===== src/include/hcsp_pkg.sv =====
// Purpose: Shared constants and types of the high-frequency clock selector and prescaler
// Assumes: One 25 MHz system clock; oscillators arrive as sampled levels
// Notes:   Offsets are byte addresses on the plain register port

package hcsp_pkg;

   // ****************************************
   // Widths
   // ****************************************
   localparam int ADDR_W   = 8;            // Register address width
   localparam int DATA_W   = 32;           // Register data width
   localparam int PRESCALE_FIELD_W  = 8;            // Prescale field width
   localparam int NPRESC   = 6;            // Main, cpu, bus, periph a/b/c
   localparam int BUSEN_W  = 8;            // Gated main-domain modules
   localparam int NSRC     = 6;            // Selectable source count
   localparam int ACC_W    = 12;           // Peripheral access length width

   // ****************************************
   // Register offsets
   // ****************************************
   localparam logic [7:0] OFS_SRC_SEL    = 8'h00;  // Source select
   localparam logic [7:0] OFS_SRC_STAT   = 8'h04;  // Source status
   localparam logic [7:0] OFS_PRESCALE_FIELD_BASE = 8'h08;  // Main prescaler, then cpu, bus, a, b, c
   localparam logic [7:0] OFS_BUS_EN     = 8'h20;  // Bus clock enables
   localparam logic [7:0] OFS_CTRL       = 8'h24;  // Automatic crystal start control
   localparam logic [7:0] OFS_OSC_EVT    = 8'h28;  // Slow oscillator ready events
   localparam logic [7:0] OFS_ACC_LEN    = 8'h2c;  // Peripheral access length

   // ****************************************
   // Field positions
   // ****************************************
   localparam int STAT_SRC_LSB   = 0;      // Source of the source clock
   localparam int STAT_MAIN_LSB  = 4;      // Source of the main clock
   localparam int STAT_DIV_BIT   = 8;      // Main clock is divided
   localparam int CTRL_AUTO_BIT  = 0;      // Auto crystal start enable
   localparam int EVT_SLOW_RC    = 0;      // Slow RC ready event
   localparam int EVT_SLOW_XTAL  = 1;      // Slow crystal ready event

   // ****************************************
   // Types
   // ****************************************
   typedef enum logic [2:0] {
      SRC_FAST_RC      = 3'b000,
      SRC_FAST_RC_HALF = 3'b001,
      SRC_FAST_CRYSTAL = 3'b010,
      SRC_SLOW_RC      = 3'b011,
      SRC_SLOW_CRYSTAL = 3'b100,
      SRC_EXT_PIN      = 3'b101
   } hcsp_src_e;

   typedef enum logic [1:0] {
      ACTIVE_ENERGY_MODE     = 2'b00,
      SLEEP_ENERGY_MODE      = 2'b01,
      DEEP_SLEEP_ENERGY_MODE = 2'b10
   } hcsp_em_e;

   typedef struct packed {
      logic              wr;               // Write strobe
      logic              rd;               // Read strobe
      logic [ADDR_W-1:0] addr;             // Byte address
      logic [DATA_W-1:0] wdata;            // Write data
   } hcsp_bus_s;

   typedef struct packed {
      logic cpu;                           // Core domain tick
      logic bus;                           // Bus domain tick
      logic per_a;                         // Peripheral a tick
      logic per_b;                         // Peripheral b tick
      logic per_c;                         // Peripheral c tick
   } hcsp_dom_s;

   // ****************************************
   // Reset values and figures
   // ****************************************
   localparam hcsp_src_e RST_SRC = SRC_FAST_RC;
   localparam logic [PRESCALE_FIELD_W-1:0] RST_PRESCALE_FIELD  = 8'h00;
   localparam logic [BUSEN_W-1:0] RST_BUS_EN = 8'hff;
   localparam int SLOW_OSC_HZ       = 32768;
   localparam int ULTRA_SLOW_HZ     = 1000;
   localparam int AUX_MAX_HZ        = 48000000;
   localparam int MCLK_HZ           = 25000000;
   localparam int PERIPH_BASE_CYCLES = 3;

endpackage : hcsp_pkg


===== src/core/hcsp_srcsel.sv =====
// Purpose: Source selection of the high-frequency source clock
// Assumes: Oscillator levels toggle no faster than half the system clock
// Notes:   Output is a one-cycle tick per selected source rising edge

`timescale 1ns/1ps

module hcsp_srcsel (
   input  wire logic                       mclk,      // System clock
   input  wire logic                       rst,       // Synchronous reset
   input  wire logic [hcsp_pkg::NSRC-1:0]  osc_lvl,   // Source levels
   input  wire hcsp_pkg::hcsp_src_e        sel,       // Selected source
   input  wire logic                       run,       // Not deep sleep
   output logic                            src_tick   // Source clock tick
);

   logic [hcsp_pkg::NSRC-1:0] lvl_q;      // Previous levels
   logic [hcsp_pkg::NSRC-1:0] rise;       // Rising edges
   logic                      sel_ok;     // Legal selection
   logic                      next_tick;  // Selected edge

   // ****************************************
   // Edge detect, one per source
   // ****************************************
   genvar i;
   generate
      for (i = 0; i < hcsp_pkg::NSRC; i++) begin : g_edge
         assign rise[i] = osc_lvl[i] & ~lvl_q[i];
      end
   endgenerate

   // Whole ticks only: a switch never yields a runt
   assign sel_ok    = (sel <= hcsp_pkg::SRC_EXT_PIN);
   assign next_tick = run & sel_ok & rise[sel];

   // Level history and registered tick
   always_ff @(posedge mclk) begin
      if (rst) begin
         lvl_q    <= '0;
         src_tick <= 1'b0;
      end else begin
         lvl_q    <= osc_lvl;
         src_tick <= next_tick;
      end
   end

endmodule : hcsp_srcsel


===== src/core/hcsp_prescale_field.sv =====
// Purpose: Tick prescaler dividing an input tick stream by field plus one
// Assumes: Input ticks are one cycle long
// Notes:   A new factor acts at once; output stays whole ticks

`timescale 1ns/1ps

module hcsp_prescale_field (
   input  wire logic                         mclk,     // System clock
   input  wire logic                         rst,      // Synchronous reset
   input  wire logic                         in_tick,  // Input tick
   input  wire logic [hcsp_pkg::PRESCALE_FIELD_W-1:0] div,      // Prescale field
   output logic                              out_tick  // Divided tick
);

   logic [hcsp_pkg::PRESCALE_FIELD_W-1:0] cnt;     // Ticks since last output
   logic                         wrap;    // Terminal count reached

   // Greater-or-equal lets a smaller factor act immediately
   assign wrap = (cnt >= div);

   // Count input ticks, emit one every div+1
   always_ff @(posedge mclk) begin
      if (rst) begin
         cnt      <= '0;
         out_tick <= 1'b0;
      end else begin
         out_tick <= in_tick & wrap;
         if (in_tick) begin
            cnt <= wrap ? '0 : cnt + 8'h01;
         end
      end
   end

endmodule : hcsp_prescale_field


===== src/core/hcsp_top.sv =====
// Purpose: High-frequency clock source selection, prescaling and gating
// Assumes: Clocks are modelled as one-cycle ticks in the mclk domain
// Notes:   Registers on a plain strobe port, read data one cycle later

`timescale 1ns/1ps

module hcsp_top (
   input  wire logic                          mclk,              // 25 MHz system clock
   input  wire logic                          rst,               // Synchronous reset
   input  wire hcsp_pkg::hcsp_bus_s           bus,               // Register port request
   output logic [hcsp_pkg::DATA_W-1:0]        rdata,             // Read data, cycle after read
   input  wire logic                          fast_rc_osc,       // Fast RC level
   input  wire logic                          fast_rc_osc_half,  // Fast RC halved level
   input  wire logic                          fast_crystal_osc,  // Fast crystal level
   input  wire logic                          slow_rc_osc,       // Slow RC level
   input  wire logic                          slow_crystal_osc,  // Slow crystal level
   input  wire logic                          ultra_slow_rc_osc, // Ultra-slow RC level
   input  wire logic                          ext_clock_pin,     // External clock pin level
   input  wire logic                          aux_fast_rc_osc,   // Asynchronous aux RC level
   input  wire logic                          fast_crystal_rdy,  // Fast crystal ready
   input  wire logic                          slow_rc_rdy,       // Slow RC ready
   input  wire logic                          slow_crystal_rdy,  // Slow crystal ready
   input  wire hcsp_pkg::hcsp_em_e            energy_mode,       // Current energy mode
   output logic                               hf_source_clock,   // Source clock tick
   output logic                               hf_main_clock,     // Main clock tick
   output hcsp_pkg::hcsp_dom_s                dom,               // Derived domain ticks
   output logic [hcsp_pkg::BUSEN_W-1:0]       module_clock,      // Gated main-domain ticks
   output logic                               ultra_slow_tick,   // Ultra-slow RC tick
   output logic                               aux_tick,          // Synchronised aux tick
   output logic                               wakeup_irq,        // Slow oscillator ready
   output logic [hcsp_pkg::ACC_W-1:0]         periph_access_len  // Core cycles per access
);

   // ****************************************
   // Registers and nets
   // ****************************************
   hcsp_pkg::hcsp_src_e             src_sel;          // Selected source
   logic [hcsp_pkg::PRESCALE_FIELD_W-1:0]    prescale_field [hcsp_pkg::NPRESC];  // Prescale fields
   logic [hcsp_pkg::BUSEN_W-1:0]    bus_en;           // Module clock enables
   logic                            auto_en;          // Auto crystal start enable
   logic [1:0]                      osc_evt;          // Sticky ready events
   logic                            xtal_rdy_q;       // Crystal ready history
   logic                            slow_rc_rdy_q;    // Slow RC ready history
   logic                            slow_xtal_rdy_q;  // Slow crystal ready history
   logic                            ultra_q;          // Ultra-slow history
   logic [2:0]                      aux_sync;         // Aux synchroniser chain
   logic [hcsp_pkg::NSRC-1:0]       osc_lvl;          // Levels in select order
   logic                            run;              // Source clock may run
   logic [hcsp_pkg::NPRESC-1:0]     tick;             // Prescaler outputs
   logic [hcsp_pkg::NPRESC-1:0]     tick_in;          // Prescaler inputs
   logic [hcsp_pkg::NPRESC-1:0]     prescale_field_wr;         // Prescaler write hits
   logic                            wr_sel;           // Select write hit
   logic                            wr_en;            // Enable write hit
   logic                            wr_ctrl;          // Control write hit
   logic                            wr_evt;           // Event clear hit
   logic                            sel_legal;        // Written code is a source
   logic                            auto_switch;      // Crystal became ready
   logic [1:0]                      evt_set;          // New ready events
   logic [hcsp_pkg::DATA_W-1:0]     stat_word;        // Status read value
   logic [hcsp_pkg::DATA_W-1:0]     next_rdata;       // Read mux
   logic [8:0]                      cpu_fac;          // Core factor
   logic [8:0]                      per_fac;          // Peripheral a factor
   logic [8:0]                      ratio;            // Core over peripheral
   logic [8:0]                      ratio_min1;       // Ratio at least one
   logic [hcsp_pkg::ACC_W-1:0]      next_acc;         // Lengthened access

   // ****************************************
   // Address decode
   // ****************************************
   assign wr_sel    = bus.wr & (bus.addr == hcsp_pkg::OFS_SRC_SEL);
   assign wr_en     = bus.wr & (bus.addr == hcsp_pkg::OFS_BUS_EN);
   assign wr_ctrl   = bus.wr & (bus.addr == hcsp_pkg::OFS_CTRL);
   assign wr_evt    = bus.wr & (bus.addr == hcsp_pkg::OFS_OSC_EVT);
   // Unknown source codes are dropped rather than stopping the clock
   assign sel_legal = (bus.wdata[2:0] <= 3'h5);

   // ****************************************
   // Source selection
   // ****************************************
   // Crystal ready edge while auto start is armed
   assign auto_switch = auto_en & fast_crystal_rdy & ~xtal_rdy_q;

   // Hardware switch beats a software write in the same cycle
   always_ff @(posedge mclk) begin
      if (rst) begin
         src_sel <= hcsp_pkg::RST_SRC;
      end else if (auto_switch) begin
         src_sel <= hcsp_pkg::SRC_FAST_CRYSTAL;
      end else if (wr_sel && sel_legal) begin
         src_sel <= hcsp_pkg::hcsp_src_e'(bus.wdata[2:0]);
      end
   end

   // Levels ordered by source code
   assign osc_lvl = {ext_clock_pin, slow_crystal_osc, slow_rc_osc,
                     fast_crystal_osc, fast_rc_osc_half, fast_rc_osc};
   // Stopped in deep sleep, free in active and sleep
   assign run = (energy_mode != hcsp_pkg::DEEP_SLEEP_ENERGY_MODE);

   hcsp_srcsel u_srcsel (
      .mclk     (mclk),
      .rst      (rst),
      .osc_lvl  (osc_lvl),
      .sel      (src_sel),
      .run      (run),
      .src_tick (hf_source_clock)
   );

   // ****************************************
   // Prescaler chain
   // ****************************************
   // Entry 0 is the main clock; all others hang off it
   genvar i;
   generate
      for (i = 0; i < hcsp_pkg::NPRESC; i++) begin : g_prescale_field
         assign prescale_field_wr[i] = bus.wr &
            (bus.addr == hcsp_pkg::OFS_PRESCALE_FIELD_BASE + 8'(4 * i));
         assign tick_in[i]  = (i == 0) ? hf_source_clock : tick[0];

         // Fields take effect the cycle after the write
         always_ff @(posedge mclk) begin
            if (rst) begin
               prescale_field[i] <= hcsp_pkg::RST_PRESCALE_FIELD;
            end else if (prescale_field_wr[i]) begin
               prescale_field[i] <= bus.wdata[hcsp_pkg::PRESCALE_FIELD_W-1:0];
            end
         end

         hcsp_prescale_field u_prescale_field (
            .mclk     (mclk),
            .rst      (rst),
            .in_tick  (tick_in[i]),
            .div      (prescale_field[i]),
            .out_tick (tick[i])
         );
      end
   endgenerate

   assign hf_main_clock = tick[0];
   assign dom.cpu       = tick[1];
   assign dom.bus       = tick[2];
   assign dom.per_a     = tick[3];
   assign dom.per_b     = tick[4];
   assign dom.per_c     = tick[5];

   // ****************************************
   // Module clock gating
   // ****************************************
   always_ff @(posedge mclk) begin
      if (rst) begin
         bus_en <= hcsp_pkg::RST_BUS_EN;
      end else if (wr_en) begin
         bus_en <= bus.wdata[hcsp_pkg::BUSEN_W-1:0];
      end
   end

   // A cleared bit blocks every tick, no partial pulses
   assign module_clock = {hcsp_pkg::BUSEN_W{hf_main_clock}} & bus_en;

   // ****************************************
   // Peripheral access lengthening
   // ****************************************
   assign cpu_fac    = {1'b0, prescale_field[1]} + 9'h001;
   assign per_fac    = {1'b0, prescale_field[3]} + 9'h001;
   // Bigger factor means slower clock, so this is periph speed over core
   assign ratio      = cpu_fac / per_fac;
   assign ratio_min1 = (ratio == 9'h000) ? 9'h001 : ratio;
   // Widened before the product: a ratio of 256 times three needs ten bits
   assign next_acc   = {3'h0, ratio_min1} * 12'(hcsp_pkg::PERIPH_BASE_CYCLES);

   always_ff @(posedge mclk) begin
      if (rst) begin
         periph_access_len <= 12'(hcsp_pkg::PERIPH_BASE_CYCLES);
      end else begin
         periph_access_len <= next_acc;
      end
   end

   // ****************************************
   // Slow oscillators and wakeup
   // ****************************************
   assign evt_set = {slow_crystal_rdy & ~slow_xtal_rdy_q,
                     slow_rc_rdy & ~slow_rc_rdy_q};

   // Set beats a write-one clear in the same cycle
   always_ff @(posedge mclk) begin
      if (rst) begin
         osc_evt         <= 2'h0;
         slow_rc_rdy_q   <= 1'b0;
         slow_xtal_rdy_q <= 1'b0;
         xtal_rdy_q      <= 1'b0;
         auto_en         <= 1'b0;
      end else begin
         osc_evt         <= evt_set | (osc_evt & ~({2{wr_evt}} & bus.wdata[1:0]));
         slow_rc_rdy_q   <= slow_rc_rdy;
         slow_xtal_rdy_q <= slow_crystal_rdy;
         xtal_rdy_q      <= fast_crystal_rdy;
         if (wr_ctrl) begin
            auto_en <= bus.wdata[hcsp_pkg::CTRL_AUTO_BIT];
         end
      end
   end

   // Level wakeup so deep sleep can wait for startup
   assign wakeup_irq = |osc_evt;

   // ****************************************
   // Ultra-slow and auxiliary clocks
   // ****************************************
   // Aux runs unrelated to mclk, so two flops before any use
   always_ff @(posedge mclk) begin
      if (rst) begin
         aux_sync        <= 3'h0;
         ultra_q         <= 1'b0;
         aux_tick        <= 1'b0;
         ultra_slow_tick <= 1'b0;
      end else begin
         aux_sync        <= {aux_sync[1:0], aux_fast_rc_osc};
         ultra_q         <= ultra_slow_rc_osc;
         aux_tick        <= aux_sync[1] & ~aux_sync[2];
         ultra_slow_tick <= ultra_slow_rc_osc & ~ultra_q;
      end
   end

   // ****************************************
   // Read path
   // ****************************************
   assign stat_word = (32'(src_sel) << hcsp_pkg::STAT_SRC_LSB) |
                      (32'(src_sel) << hcsp_pkg::STAT_MAIN_LSB) |
                      (32'(prescale_field[0] != 8'h00) << hcsp_pkg::STAT_DIV_BIT);

   always_comb begin
      next_rdata = 32'h0000_0000;
      if (bus.rd) begin
         for (int k = 0; k < hcsp_pkg::NPRESC; k++) begin
            if (bus.addr == hcsp_pkg::OFS_PRESCALE_FIELD_BASE + 8'(4 * k)) begin
               next_rdata = 32'(prescale_field[k]);
            end
         end
         case (bus.addr)
            hcsp_pkg::OFS_SRC_SEL:  next_rdata = 32'(src_sel);
            hcsp_pkg::OFS_SRC_STAT: next_rdata = stat_word;
            hcsp_pkg::OFS_BUS_EN:   next_rdata = 32'(bus_en);
            hcsp_pkg::OFS_CTRL:     next_rdata = 32'(auto_en);
            hcsp_pkg::OFS_OSC_EVT:  next_rdata = 32'(osc_evt);
            hcsp_pkg::OFS_ACC_LEN:  next_rdata = 32'(periph_access_len);
            default:                next_rdata = next_rdata;
         endcase
      end
   end

   // Data only in the cycle after the read, zero otherwise
   always_ff @(posedge mclk) begin
      if (rst) begin
         rdata <= 32'h0000_0000;
      end else begin
         rdata <= next_rdata;
      end
   end

   // ****************************************
   // Assertions
   // ****************************************
   reset_source_a: assert property (@(posedge mclk) $past(rst) |-> src_sel == hcsp_pkg::SRC_FAST_RC)
      else $error("source not fast RC after reset");
   sel_write_a: assert property (@(posedge mclk) disable iff (rst)
      wr_sel && sel_legal && !auto_switch |=> src_sel == $past(bus.wdata[2:0]))
      else $error("source select write not applied");
   auto_xtal_a: assert property (@(posedge mclk) disable iff (rst)
      $rose(fast_crystal_rdy) && auto_en |=> src_sel == hcsp_pkg::SRC_FAST_CRYSTAL)
      else $error("auto start did not select crystal");
   status_read_a: assert property (@(posedge mclk) disable iff (rst)
      bus.rd && bus.addr == hcsp_pkg::OFS_SRC_STAT |=> rdata[2:0] == $past(src_sel))
      else $error("status does not show source");
   deep_stop_a: assert property (@(posedge mclk) disable iff (rst)
      energy_mode == hcsp_pkg::DEEP_SLEEP_ENERGY_MODE [*2] |-> !hf_source_clock)
      else $error("source clock runs in deep sleep");
   undivided_a: assert property (@(posedge mclk) disable iff (rst)
      hf_source_clock && prescale_field[0] == 8'h00 |=> hf_main_clock)
      else $error("zero prescale divided the clock");
   gate_off_a: assert property (@(posedge mclk) disable iff (rst)
      !bus_en[0] |-> !module_clock[0])
      else $error("gated module clock ticked");
   spacing_a: assert property (@(posedge mclk) disable iff (rst)
      hf_main_clock && prescale_field[0] == 8'h01 && $stable(prescale_field[0]) |=> !hf_main_clock [*3])
      else $error("divide by two ticked too soon");
   wakeup_a: assert property (@(posedge mclk) disable iff (rst)
      $rose(slow_rc_rdy) |-> ##[1:2] wakeup_irq)
      else $error("no wakeup after slow oscillator ready");

endmodule : hcsp_top


===== config.mk =====
export PLATFORM = sky130hd
export DESIGN_NAME = hcsp_top
export DESIGN_NICKNAME = d
export VERILOG_FILES = /design/src/include/hcsp_pkg.sv /design/src/core/hcsp_srcsel.sv /design/src/core/hcsp_prescale_field.sv /design/src/core/hcsp_top.sv
export SDC_FILE = /design/constraint.sdc
export NUM_CORES = 1
export LEC_CHECK = 0
export BUFFER_PORTS_ARGS = -buffer_cell sky130_fd_sc_hd__buf_2
export CELL_PAD_IN_SITES_DETAIL_PLACEMENT = 1
export CELL_PAD_IN_SITES_GLOBAL_PLACEMENT = 1
export CORE_AREA = 2 2 156 158
export DETAILED_ROUTE_END_ITERATION = 6
export DIE_AREA = 0 0 158 160
export PLACE_DENSITY_LB_ADDON = 0.15
export SLEW_MARGIN = 20
export SYNTH_ARGS = -nofsm -noshare
export SYNTH_HDL_FRONTEND = slang
export SYNTH_HIERARCHICAL = 1
export SYNTH_SLANG_ARGS = --single-unit
export TNS_END_PERCENT = 10

===== constraint.sdc =====
create_clock -name mclk -period 20.6 [get_ports mclk]
set_clock_uncertainty 0.2 [all_clocks]
set_input_delay 1.03 -clock mclk [delete_from_list [all_inputs] [get_ports mclk]]
set_output_delay 1.03 -clock mclk [all_outputs]
set_load 0.02 [all_outputs]

==> results.py, run 1 <==
metrics = {
    "logic_synthesis": {
        "yosysSeqAreaShare": 0.331,
        "synth_compound_area_frac": 0.140,
        "synth-warning-count": 6,
        "yosys.area.top_type": "dfxtp_1",
        "yosys.area_share.simple": 0.250,
        "ys_seq_elements": 154,
        "synth.top_cell.area_share": 0.197,
        "ys_types": 83,
        "synthCells": 1164,
        "synth_top_family_by_area": "simple AND/OR/NAND/NOR gates",
        "synth_area_per_cell_um2": 9.24,
        "synthArstFlopShare": 0,
        "synthFlopType": "dfxtp_1",
        "synth_edf_count": 48,
        "synth_fa_ha_area_frac": 0.132,
        "synth_mux_area_frac": 0.0274,
        "synthTopCellsByArea": "dfxtp_1 20%, edfxtp_1 13%, ha_1 13%",
        "synth_commonest_cells": "112 x ha_1, 106 x dfxtp_1, 87 x nand2_1",
        "synthXorXnorAreaFrac": 0.0570,
        "synth_most_common_cell": "ha_1",
        "syn_area_um2": 10800,
    },
    "setup_path": {
        "cp_slowest_cell": "a2111oi_2",
        "worstPathRequired_ns": 20.72,
        "arrival_ns": 18.20,
        "crit_path_frequent_cell": "ha_1",
        "path_max_fanout": 17,
        "reg2reg_depth": 66,
        "cp-end-kind": "register",
        "r2r_end": "periph_access_len[8]$_SDFF_PP0_",
        "r2r_setup_slack_ns": 2.51,
        "setup.worst_path.class": "reg -> reg",
        "slowest_delay_ns": 0.69,
        "r2r_start": "prescale_field[3][0]$_SDFFCE_PN0P_",
        "start_kind": "register",
    },
    "timing": {
        "finalSetupTns_ns": 0,
        "relSlewSlack": 0.302,
        "setup-violations-final": 0,
        "final-hold-violation-count": 0,
        "fmax_mhz": 55.3,
        "post-route-period-util": 0.878,
        "finalMaxSlewViolations": 0,
        "hold_ws_ns": 0.187,
        "worst_pin_slew_ns": 1.04,
        "finalCriticalPeriod_ns": 18.09,
        "rsz0062_at_grt": "false",
        "worst_slack_ns": 2.51,
    },
    "cts": {
        "cts_tree": "built",
        "cts.path.max_buffers": 2,
        "cts-hold-fix-buffers": 0,
        "cts_sinks": 154,
        "cts_made_buffers": 17,
        "cts_resized": 0,
        "h-tree-depth": 4,
        "clkTransAtPathRegs_ns": 0.06,
        "cts_setup_buffers": 0,
        "root_buffer": "clkbuf_16",
        "clk_latency_ns": 0.43,
    },
    "power_and_ir_drop": {
        "p_leak_nw": 5.08,
        "cellPowerDensity_nw_per_um2": 70.3,
        "peakVddDrop_uv": 52.7,
    },
    "placement": {
        "dp_hpwl_um": 23300,
        "portBuffers": 72,
        "placed_area_um2": 11300,
        "dp.cells": 1525,
        "dp_slack_ns": 2.62,
        "place_congestion": 0.870,
    },
    "routing": {
        "routed_via_density": 5.69,
        "drc": 0,
        "ant_nets": 0,
        "vias": 8856,
        "dr.first_iter.drc_count": 547,
        "avgRoutedWirePerCell_um": 19.9,
        "firstDrtPassIters": 5,
        "routed_wl_um": 30900,
    },
    "final_layout": {
        "nFillCells": 2813,
        "diodes": 0,
        "fin_nets": 1390,
        "stdcell_count": 1557,
        "finish.instance_area_um2": 11800,
        "syn2layout_area_growth_pct": 10.1,
        "layout-drive-gt1-share": 0.169,
    },
    "min_path": {
        "min_path_cells": 1,
        "hold_path.class": "reg -> reg",
        "holdPathEnd": "ultra_slow_tick$_SDFF_PP0_",
        "hold_start": "ultra_q$_SDFF_PP0_",
    },
    "global_routing": {
        "grt_antenna_before_repair": 0,
        "grt.overflow.total": 0,
        "grt_pass1_vias": 9117,
        "grt_max_degree": 45,
        "use_met3": 0.0448,
        "met1_usage": 0.355,
        "track_usage": 0.252,
        "grt_pass1_wl_um": 49600,
        "gr-usage-met2": 0.402,
        "top_usage_layer": "met2",
    },
    "floorplan": {
        "die_w_um": 158,
        "core.rowCount": 57,
        "io_pins": 119,
        "dieArea_um2": 25300,
        "initial_core_util": 0.451,
        "fp.dieH_um": 160,
        "coreArea_um2": 23800,
    },
    "status": {
        "outcome": "finished clean",
    },
    "flow_run": {
        "cap_violations": 0,
    },
}
[layout by cell type, fill, tap and decap left out, types with 6 or more instances in the layout]
master / n
ha_1: 112
dfxtp_1: 105
nand2_1: 87
nor2_1: 75
inv_1: 71
buf_2: 71
and2_1: 62
nor3_2: 48
edfxtp_1: 48
xnor2_1: 44
nor3_1: 35
nor2b_1: 27
xor2_1: 26
o21ai_0: 26
a21oi_1: 25
nand3_1: 24
nand4_1: 23
conb_1: 22
a21o_1: 19
a22oi_1: 19
clkbuf_16: 17
o21a_1: 16
mux2_2: 13
nand2b_1: 11
mux2i_1: 11
a22o_1: 11
or2_2: 10
nor3b_1: 10
a31oi_1: 9
a211oi_1: 9
nor4_1: 8
a221o_1: 8
buf_4: 8
o21ai_1: 7
or3_1: 7
o31ai_1: 7
and3_4: 7
a221oi_1: 6
o2111a_1: 6
[per-layer routing]
layer,vias up,share of wire
met1,4339,0.48
met3,31,0.048
met5,-,0
li1,4267,-
met4,0,0.015
met2,219,0.46
[per-stage QoR]
stage	total power (W)	utilization
after global routing	0.000875	0.497
final	0.000832	0.497
after floorplan	0.000480	-
after detailed placement	0.000533	0.473
after CTS	0.000836	0.496
after global placement	0.000528	0.473
[area by class of cell]
type | count | area [um2] | area share
multi-input cells | 895 | 6610 | 0.558
flip-flops and latches | 154 | 3560 | 0.301
clock buffers | 17 | 425 | 0.0360
repair buffers | 79 | 415 | 0.0351
well taps | 324 | 405 | 0.0343
inverters | 73 | 274 | 0.0232
clock inverters | 15 | 143 | 0.0121
[critical path, delay by kind of cell, from the launching register on]
kind | cells | cell delay, ns
AO/OA/AOI/OAI | 29 | 8.16
adder cells (fa/ha/maj) | 10 | 3.12
buffers and inverters | 5 | 1.02
flip-flops | 1 | 0.37
multiplexers | 4 | 1.20
AND/OR/NAND/NOR | 18 | 3.84
[report_power, final]
part           total, W  switching (W)  internal, W
sequential     0.000338      0.0000147     0.000323
clock          0.000304       0.000135     0.000169
combinational  0.000190       0.000112    0.0000780
total          0.000832       0.000262     0.000570
[flip-flops by register name, summed over array words and instances (netlist names)]
signal and cells:
auto_en 1, aux_sync 3, aux_tick 1, bus_en 8
g_prescale_field.u_prescale_field/cnt 48, g_prescale_field.u_prescale_field/out_tick 6, osc_evt 2, periph_access_len 11
prescale_field 48, rdata 11, slow_rc_rdy_q 1, slow_xtal_rdy_q 1
src_sel 3, u_srcsel/lvl_q 6, u_srcsel/src_tick 1, ultra_q 1
ultra_slow_tick 1, xtal_rdy_q 1
[worst max-delay path by stage]
stage / end / slack [ns] / start
floorplan: periph_access_len[8]$_SDFF_PP0_ / 4.64 / prescale_field[3][0]$_SDFFCE_PN0P_
global placement: periph_access_len[8]$_SDFF_PP0_ / 2.86 / prescale_field[3][1]$_SDFFCE_PN0P_
detailed placement: periph_access_len[8]$_SDFF_PP0_ / 2.62 / prescale_field[3][0]$_SDFFCE_PN0P_
CTS: periph_access_len[8]$_SDFF_PP0_ / 2.56 / prescale_field[3][0]$_SDFFCE_PN0P_
global route: periph_access_len[8]$_SDFF_PP0_ / 1.21 / prescale_field[3][0]$_SDFFCE_PN0P_
finish: periph_access_len[8]$_SDFF_PP0_ / 2.51 / prescale_field[3][0]$_SDFFCE_PN0P_
[cell families after synthesis]
family,after synthesis
fa+ha+maj,113
compound gates,204
xor+xnor,70
simple gates,460
buf+inv,136
other cells,1
mux,26
flops,154
(Power assumes the default switching activity.)
==> run 2: changes to the inputs <==
--- a/config.mk
+++ b/config.mk
@@ -8,9 +8,9 @@
 export BUFFER_PORTS_ARGS = -buffer_cell sky130_fd_sc_hd__buf_2
 export CELL_PAD_IN_SITES_DETAIL_PLACEMENT = 1
 export CELL_PAD_IN_SITES_GLOBAL_PLACEMENT = 1
-export CORE_AREA = 2 2 156 158
+export CORE_AREA = 2 2 140 176
 export DETAILED_ROUTE_END_ITERATION = 6
-export DIE_AREA = 0 0 158 160
+export DIE_AREA = 0 0 142 178
 export PLACE_DENSITY_LB_ADDON = 0.15
 export SLEW_MARGIN = 20
 export SYNTH_ARGS = -nofsm -noshare
==> run 2 against run 1 <==
Sequential power about the same. Core utilization is 0.73 points higher. Setup slack got worse by 0.0092 ns. Sequential share of layout area down 0.12 points. Fmax hardly changed. Global-route usage grew 0.23 points. Cell count fell by 2.1%. Die area is essentially flat. Combinational power hardly changed. First-iteration DRC count fell by 9.0%. Largest cell class unchanged.
==> results.py, run 2 (synthesis results as in run 1) <==
metrics = {
    "status": {
        "outcome": "finished clean",
    },
    "global_routing": {
        "grt_pass1_vias": 9172,
        "track_usage": 0.254,
        "grt_antenna_before_repair": 0,
        "grt.overflow.total": 0,
        "gr-usage-met2": 0.469,
        "met1_usage": 0.298,
        "top_usage_layer": "met2",
        "grt_max_degree": 47,
        "grt_pass1_wl_um": 49500,
        "use_met3": 0.0309,
    },
    "cts": {
        "cts_made_buffers": 17,
        "root_buffer": "clkbuf_16",
        "clkTransAtPathRegs_ns": 0.07,
        "cts-hold-fix-buffers": 0,
        "cts_sinks": 154,
        "cts.path.max_buffers": 2,
        "h-tree-depth": 4,
        "cts_setup_buffers": 0,
        "cts_resized": 0,
        "clk_latency_ns": 0.44,
        "cts_tree": "built",
    },
    "routing": {
        "routed_via_density": 5.87,
        "vias": 8943,
        "routed_wl_um": 31400,
        "avgRoutedWirePerCell_um": 20.6,
        "firstDrtPassIters": 6,
        "drc": 0,
        "ant_nets": 0,
        "dr.first_iter.drc_count": 498,
    },
    "floorplan": {
        "die_w_um": 142,
        "io_pins": 119,
        "coreArea_um2": 23600,
        "dieArea_um2": 25300,
        "core.rowCount": 63,
        "initial_core_util": 0.456,
        "fp.dieH_um": 178,
    },
    "placement": {
        "dp_hpwl_um": 24000,
        "place_congestion": 0.927,
        "portBuffers": 72,
        "dp_slack_ns": 2.76,
        "dp.cells": 1492,
    },
    "timing": {
        "setup-violations-final": 0,
        "finalCriticalPeriod_ns": 18.10,
        "rsz0062_at_grt": "false",
        "final-hold-violation-count": 0,
        "finalMaxSlewViolations": 0,
        "post-route-period-util": 0.878,
        "worst_slack_ns": 2.50,
        "hold_ws_ns": 0.186,
        "finalSetupTns_ns": 0,
        "fmax_mhz": 55.3,
        "relSlewSlack": 0.244,
        "worst_pin_slew_ns": 1.13,
    },
    "min_path": {
        "hold_start": "aux_sync[2]$_SDFF_PP0_",
        "hold_path.class": "reg -> reg",
    },
    "final_layout": {
        "top_regs": "g_prescale_field.u_prescale_field/cnt x48, prescale_field x48",
        "layout-drive-gt1-share": 0.166,
        "stdcell_count": 1524,
        "final_cell_mix": "112 x ha_1, 105 x dfxtp_1, 87 x nand2_1",
        "seq_area_um2": 3560,
        "syn2layout_area_growth_pct": 10.5,
        "layout_commonest_cell": "ha_1",
        "diodes": 0,
        "nFillCells": 2738,
        "multi_input_area_um2": 6610,
        "fin_nets": 1389,
    },
    "setup_path": {
        "arrival_ns": 18.22,
        "cp-end-kind": "register",
        "worstPathRequired_ns": 20.73,
        "path_max_fanout": 15,
        "r2r_start": "prescale_field[3][1]$_SDFFCE_PN0P_",
        "cp_slowest_cell": "a2111oi_2",
        "start_kind": "register",
        "slowest_delay_ns": 0.68,
        "setup.worst_path.class": "reg -> reg",
        "crit_path_frequent_cell": "ha_1",
        "crit_start": "prescale_field[3][1]$_SDFFCE_PN0P_",
    },
    "power_and_ir_drop": {
        "peakVddDrop_uv": 52.7,
        "p_leak_nw": 5.11,
        "p_total_w": 0.000874,
        "cellPowerDensity_nw_per_um2": 73.6,
    },
    "flow_run": {
        "cap_violations": 0,
    },
}
-- run 2: changes by cell type in the layout (fill, tap and decap cells not counted), sizes merged --
cell | previous run | this run
buf | 79 | 78
bufinv | 1 | 4
clkbuf | 17 | 21
clkinv | 7 | 4
clkinvlp | 2 | 3
inv | 78 | 73
-- run 2: path summary, 6_finish.rpt --
kind	to	slack, ns	cells after the start
max reg2reg	periph_access_len[8]$_SDFF_PP0_	2.50	66
min reg2reg	aux_tick$_SDFF_PP0_	0.19	1
min	aux_tick$_SDFF_PP0_	0.19	1
max	periph_access_len[8]$_SDFF_PP0_	2.50	66
-- run 2: per-stage QoR --
| step | instance area [um2] | util |
|---|---|---|
| after floorplan | 10800 | - |
| after global placement | 11200 | 0.476 |
| final | 11900 | 0.504 |
| after CTS | 11900 | 0.503 |
| after detailed placement | 11200 | 0.476 |
| after global routing | 11900 | 0.504 |
-- run 2: per-layer routing --
layer / share of wire / wire length [um]
met5: 0 / 0
met4: 0.029 / 926
met3: 0.036 / 1130
met2: 0.53 / 16600
met1: 0.41 / 12800
-- run 2: final cells by class --
cell class | instances | share of cell area
clock buffers | 21 | 0.0415
clock inverters | 11 | 0.0136
inverters | 73 | 0.0231
multi-input cells | 895 | 0.557
flip-flops and latches | 154 | 0.300
well taps | 292 | 0.0308
repair buffers | 78 | 0.0343
-- run 2: worst max-delay path, delay by kind of cell (launching register included) --
family	cells	cell delay, ns
simple gates	18	3.98
buf+inv	4	0.87
fa+ha+maj	10	3.20
mux	4	1.28
flops	1	0.57
compound gates	30	7.85
-- run 2: report_power, final --
group | total, W | switching, W | internal, W
registers | 0.000338 | 0.0000144 | 0.000323
clock network | 0.000345 | 0.000126 | 0.000219
logic | 0.000191 | 0.000113 | 0.0000778
==> run 3: changes to the inputs <==
--- a/config.mk
+++ b/config.mk
@@ -12,6 +12,7 @@
 export DETAILED_ROUTE_END_ITERATION = 6
 export DIE_AREA = 0 0 142 178
 export PLACE_DENSITY_LB_ADDON = 0.15
+export RECOVER_POWER = 50
 export SLEW_MARGIN = 20
 export SYNTH_ARGS = -nofsm -noshare
 export SYNTH_HDL_FRONTEND = slang
==> run 3 against run 2 <==
The flow now finishes with violations (max-capacitance violations, max-slew violations). Core utilization fell by 0.79 points. Fmax fell by 0.13%. Count of clock-buffer cells in the layout did not move. Flip-flop and latch count did not move. Non-clock buffer count did not move. Highest routed layer unchanged. Sequential power barely moved. Clock power barely moved. Die area did not move. Combinational power barely moved. Cell count did not move. Wire length rose by 0.46%.
==> results.py, run 3 (synthesis results as in run 1) <==
metrics = {
    "setup_path": {
        "crit_start": "prescale_field[3][1]$_SDFFCE_PN0P_",
        "arrival_ns": 18.24,
        "cp-end-kind": "register",
        "reg2reg_depth": 66,
        "slowest_delay_ns": 0.68,
        "cp_slowest_cell": "a2111oi_2",
        "setup.worst_path.class": "reg -> reg",
        "worstPathRequired_ns": 20.72,
        "r2r_start": "prescale_field[3][1]$_SDFFCE_PN0P_",
        "path_delay_family": "compound AO/OA/AOI/OAI gates",
        "start_kind": "register",
        "crit_path_frequent_cell": "ha_1",
        "path_max_fanout": 15,
        "r2r_setup_slack_ns": 2.48,
        "critPathBufInv": 4,
        "r2r_end": "periph_access_len[8]$_SDFF_PP0_",
    },
    "final_layout": {
        "fin_nets": 1389,
        "utilization": 0.496,
        "layout-drive-gt1-share": 0.117,
        "stdcell_count": 1524,
        "finish.instance_area_um2": 11700,
        "top_regs": "g_prescale_field.u_prescale_field/cnt x48, prescale_field x48",
        "final_cell_mix": "112 x ha_1, 105 x dfxtp_1, 87 x nand2_1",
        "syn2layout_area_growth_pct": 8.78,
        "layout_commonest_cell": "ha_1",
        "diodes": 0,
    },
    "routing": {
        "met2_wirelength_um": 16600,
        "drt-met1-wl_um": 12800,
        "ant_nets": 0,
        "vias": 9002,
        "routed-wl-met3_um": 1200,
        "dr.first_iter.drc_count": 539,
        "firstDrtPassIters": 5,
        "avgRoutedWirePerCell_um": 20.7,
        "top_layer": "met4",
        "drc": 0,
        "routed_via_density": 5.91,
        "routed_wl_um": 31600,
    },
    "floorplan": {
        "core.rowCount": 63,
        "fp.dieH_um": 178,
        "dieArea_um2": 25300,
        "coreArea_um2": 23600,
        "die_w_um": 142,
        "initial_core_util": 0.456,
        "io_pins": 119,
    },
    "placement": {
        "placed_area_um2": 11200,
        "portBuffers": 72,
        "place_congestion": 0.927,
        "dp_hpwl_um": 24000,
        "dp.cells": 1492,
    },
    "timing": {
        "relSlewSlack": -0.798,
        "worst_pin_slew_ns": 2.70,
        "fmax_mhz": 55.2,
        "finalMaxSlewViolations": 131,
        "post-route-period-util": 0.880,
        "rsz0062_at_grt": "false",
        "finalCriticalPeriod_ns": 18.12,
        "final-hold-violation-count": 0,
        "finalSetupTns_ns": 0,
        "setup-violations-final": 0,
        "hold_ws_ns": 0.186,
    },
    "flow_run": {
        "cap_violations": 3,
    },
    "global_routing": {
        "grt_antenna_before_repair": 0,
        "grt_pass1_vias": 9172,
        "grt.overflow.total": 0,
        "track_usage": 0.254,
        "grt_pass1_wl_um": 49500,
        "grt_max_degree": 47,
    },
    "min_path": {
        "holdPathEnd": "ultra_slow_tick$_SDFF_PP0_",
        "hold_path.class": "reg -> reg",
        "hold_start": "ultra_q$_SDFF_PP0_",
        "min_path_cells": 1,
    },
    "status": {
        "outcome": "complete, but fails checks",
        "violations": "max-capacitance violations, max-slew violations",
    },
    "cts": {
        "clk_latency_ns": 0.43,
        "cts_made_buffers": 17,
        "cts.path.max_buffers": 2,
        "root_buffer": "clkbuf_16",
        "cts_sinks": 154,
        "h-tree-depth": 4,
        "cts_tree": "built",
        "clkTransAtPathRegs_ns": 0.07,
        "cts-hold-fix-buffers": 0,
        "cts_setup_buffers": 0,
        "cts_resized": 0,
    },
    "power_and_ir_drop": {
        "p_leak_nw": 4.91,
        "peakVddDrop_uv": 52.3,
        "cellPowerDensity_nw_per_um2": 74.6,
    },
}
[run 3: cell types whose count changed in the layout (fill, tap and decap cells not counted), sizes merged]
| cell | previous run | this run |
|---|---|---|
| clkbuf | 21 | 55 |
| buf | 78 | 44 |
[run 3: worst max path at each step]
stage / to / cells after the start
detailed placement: periph_access_len[8]$_SDFF_PP0_ / 66
global placement: periph_access_len[8]$_SDFF_PP0_ / 65
finish: periph_access_len[8]$_SDFF_PP0_ / 66
CTS: periph_access_len[8]$_SDFF_PP0_ / 66
floorplan: periph_access_len[8]$_SDFF_PP0_ / 69
global route: periph_access_len[8]$_SDFF_PP0_ / 66
[run 3: area by class of cell]
class	instances	area, um2
Clock buffer	21	493
Clock inverter	11	161
Fill cell	2764	11900
Inverter	73	274
Multi-Input combinational cell	895	6480
Sequential cell	154	3560
Tap cell	292	365
Timing Repair Buffer	78	358
[run 3: report_power, final]
part,switching [W],leakage (nW),internal [W]
combinational,0.000113,3.28,0.0000765
clock,0.000125,0.311,0.000219
sequential,0.0000145,1.32,0.000323
[run 3: per-layer routing]
| metal | track usage | vias to the layer above |
|---|---|---|
| li1 | - | 4270 |
| met1 | 0.298 | 4444 |
| met2 | 0.469 | 226 |
| met3 | 0.0309 | 62 |
| met4 | 0.0963 | 0 |
| met5 | 0 | - |
[run 3: metrics by stage]
stage	total power, W	setup slack (ns)
after floorplan	0.000480	4.64
after global placement	0.000528	2.97
after detailed placement	0.000534	2.76
after CTS	0.000880	2.65
after global routing	0.000914	1.04
final	0.000872	2.48
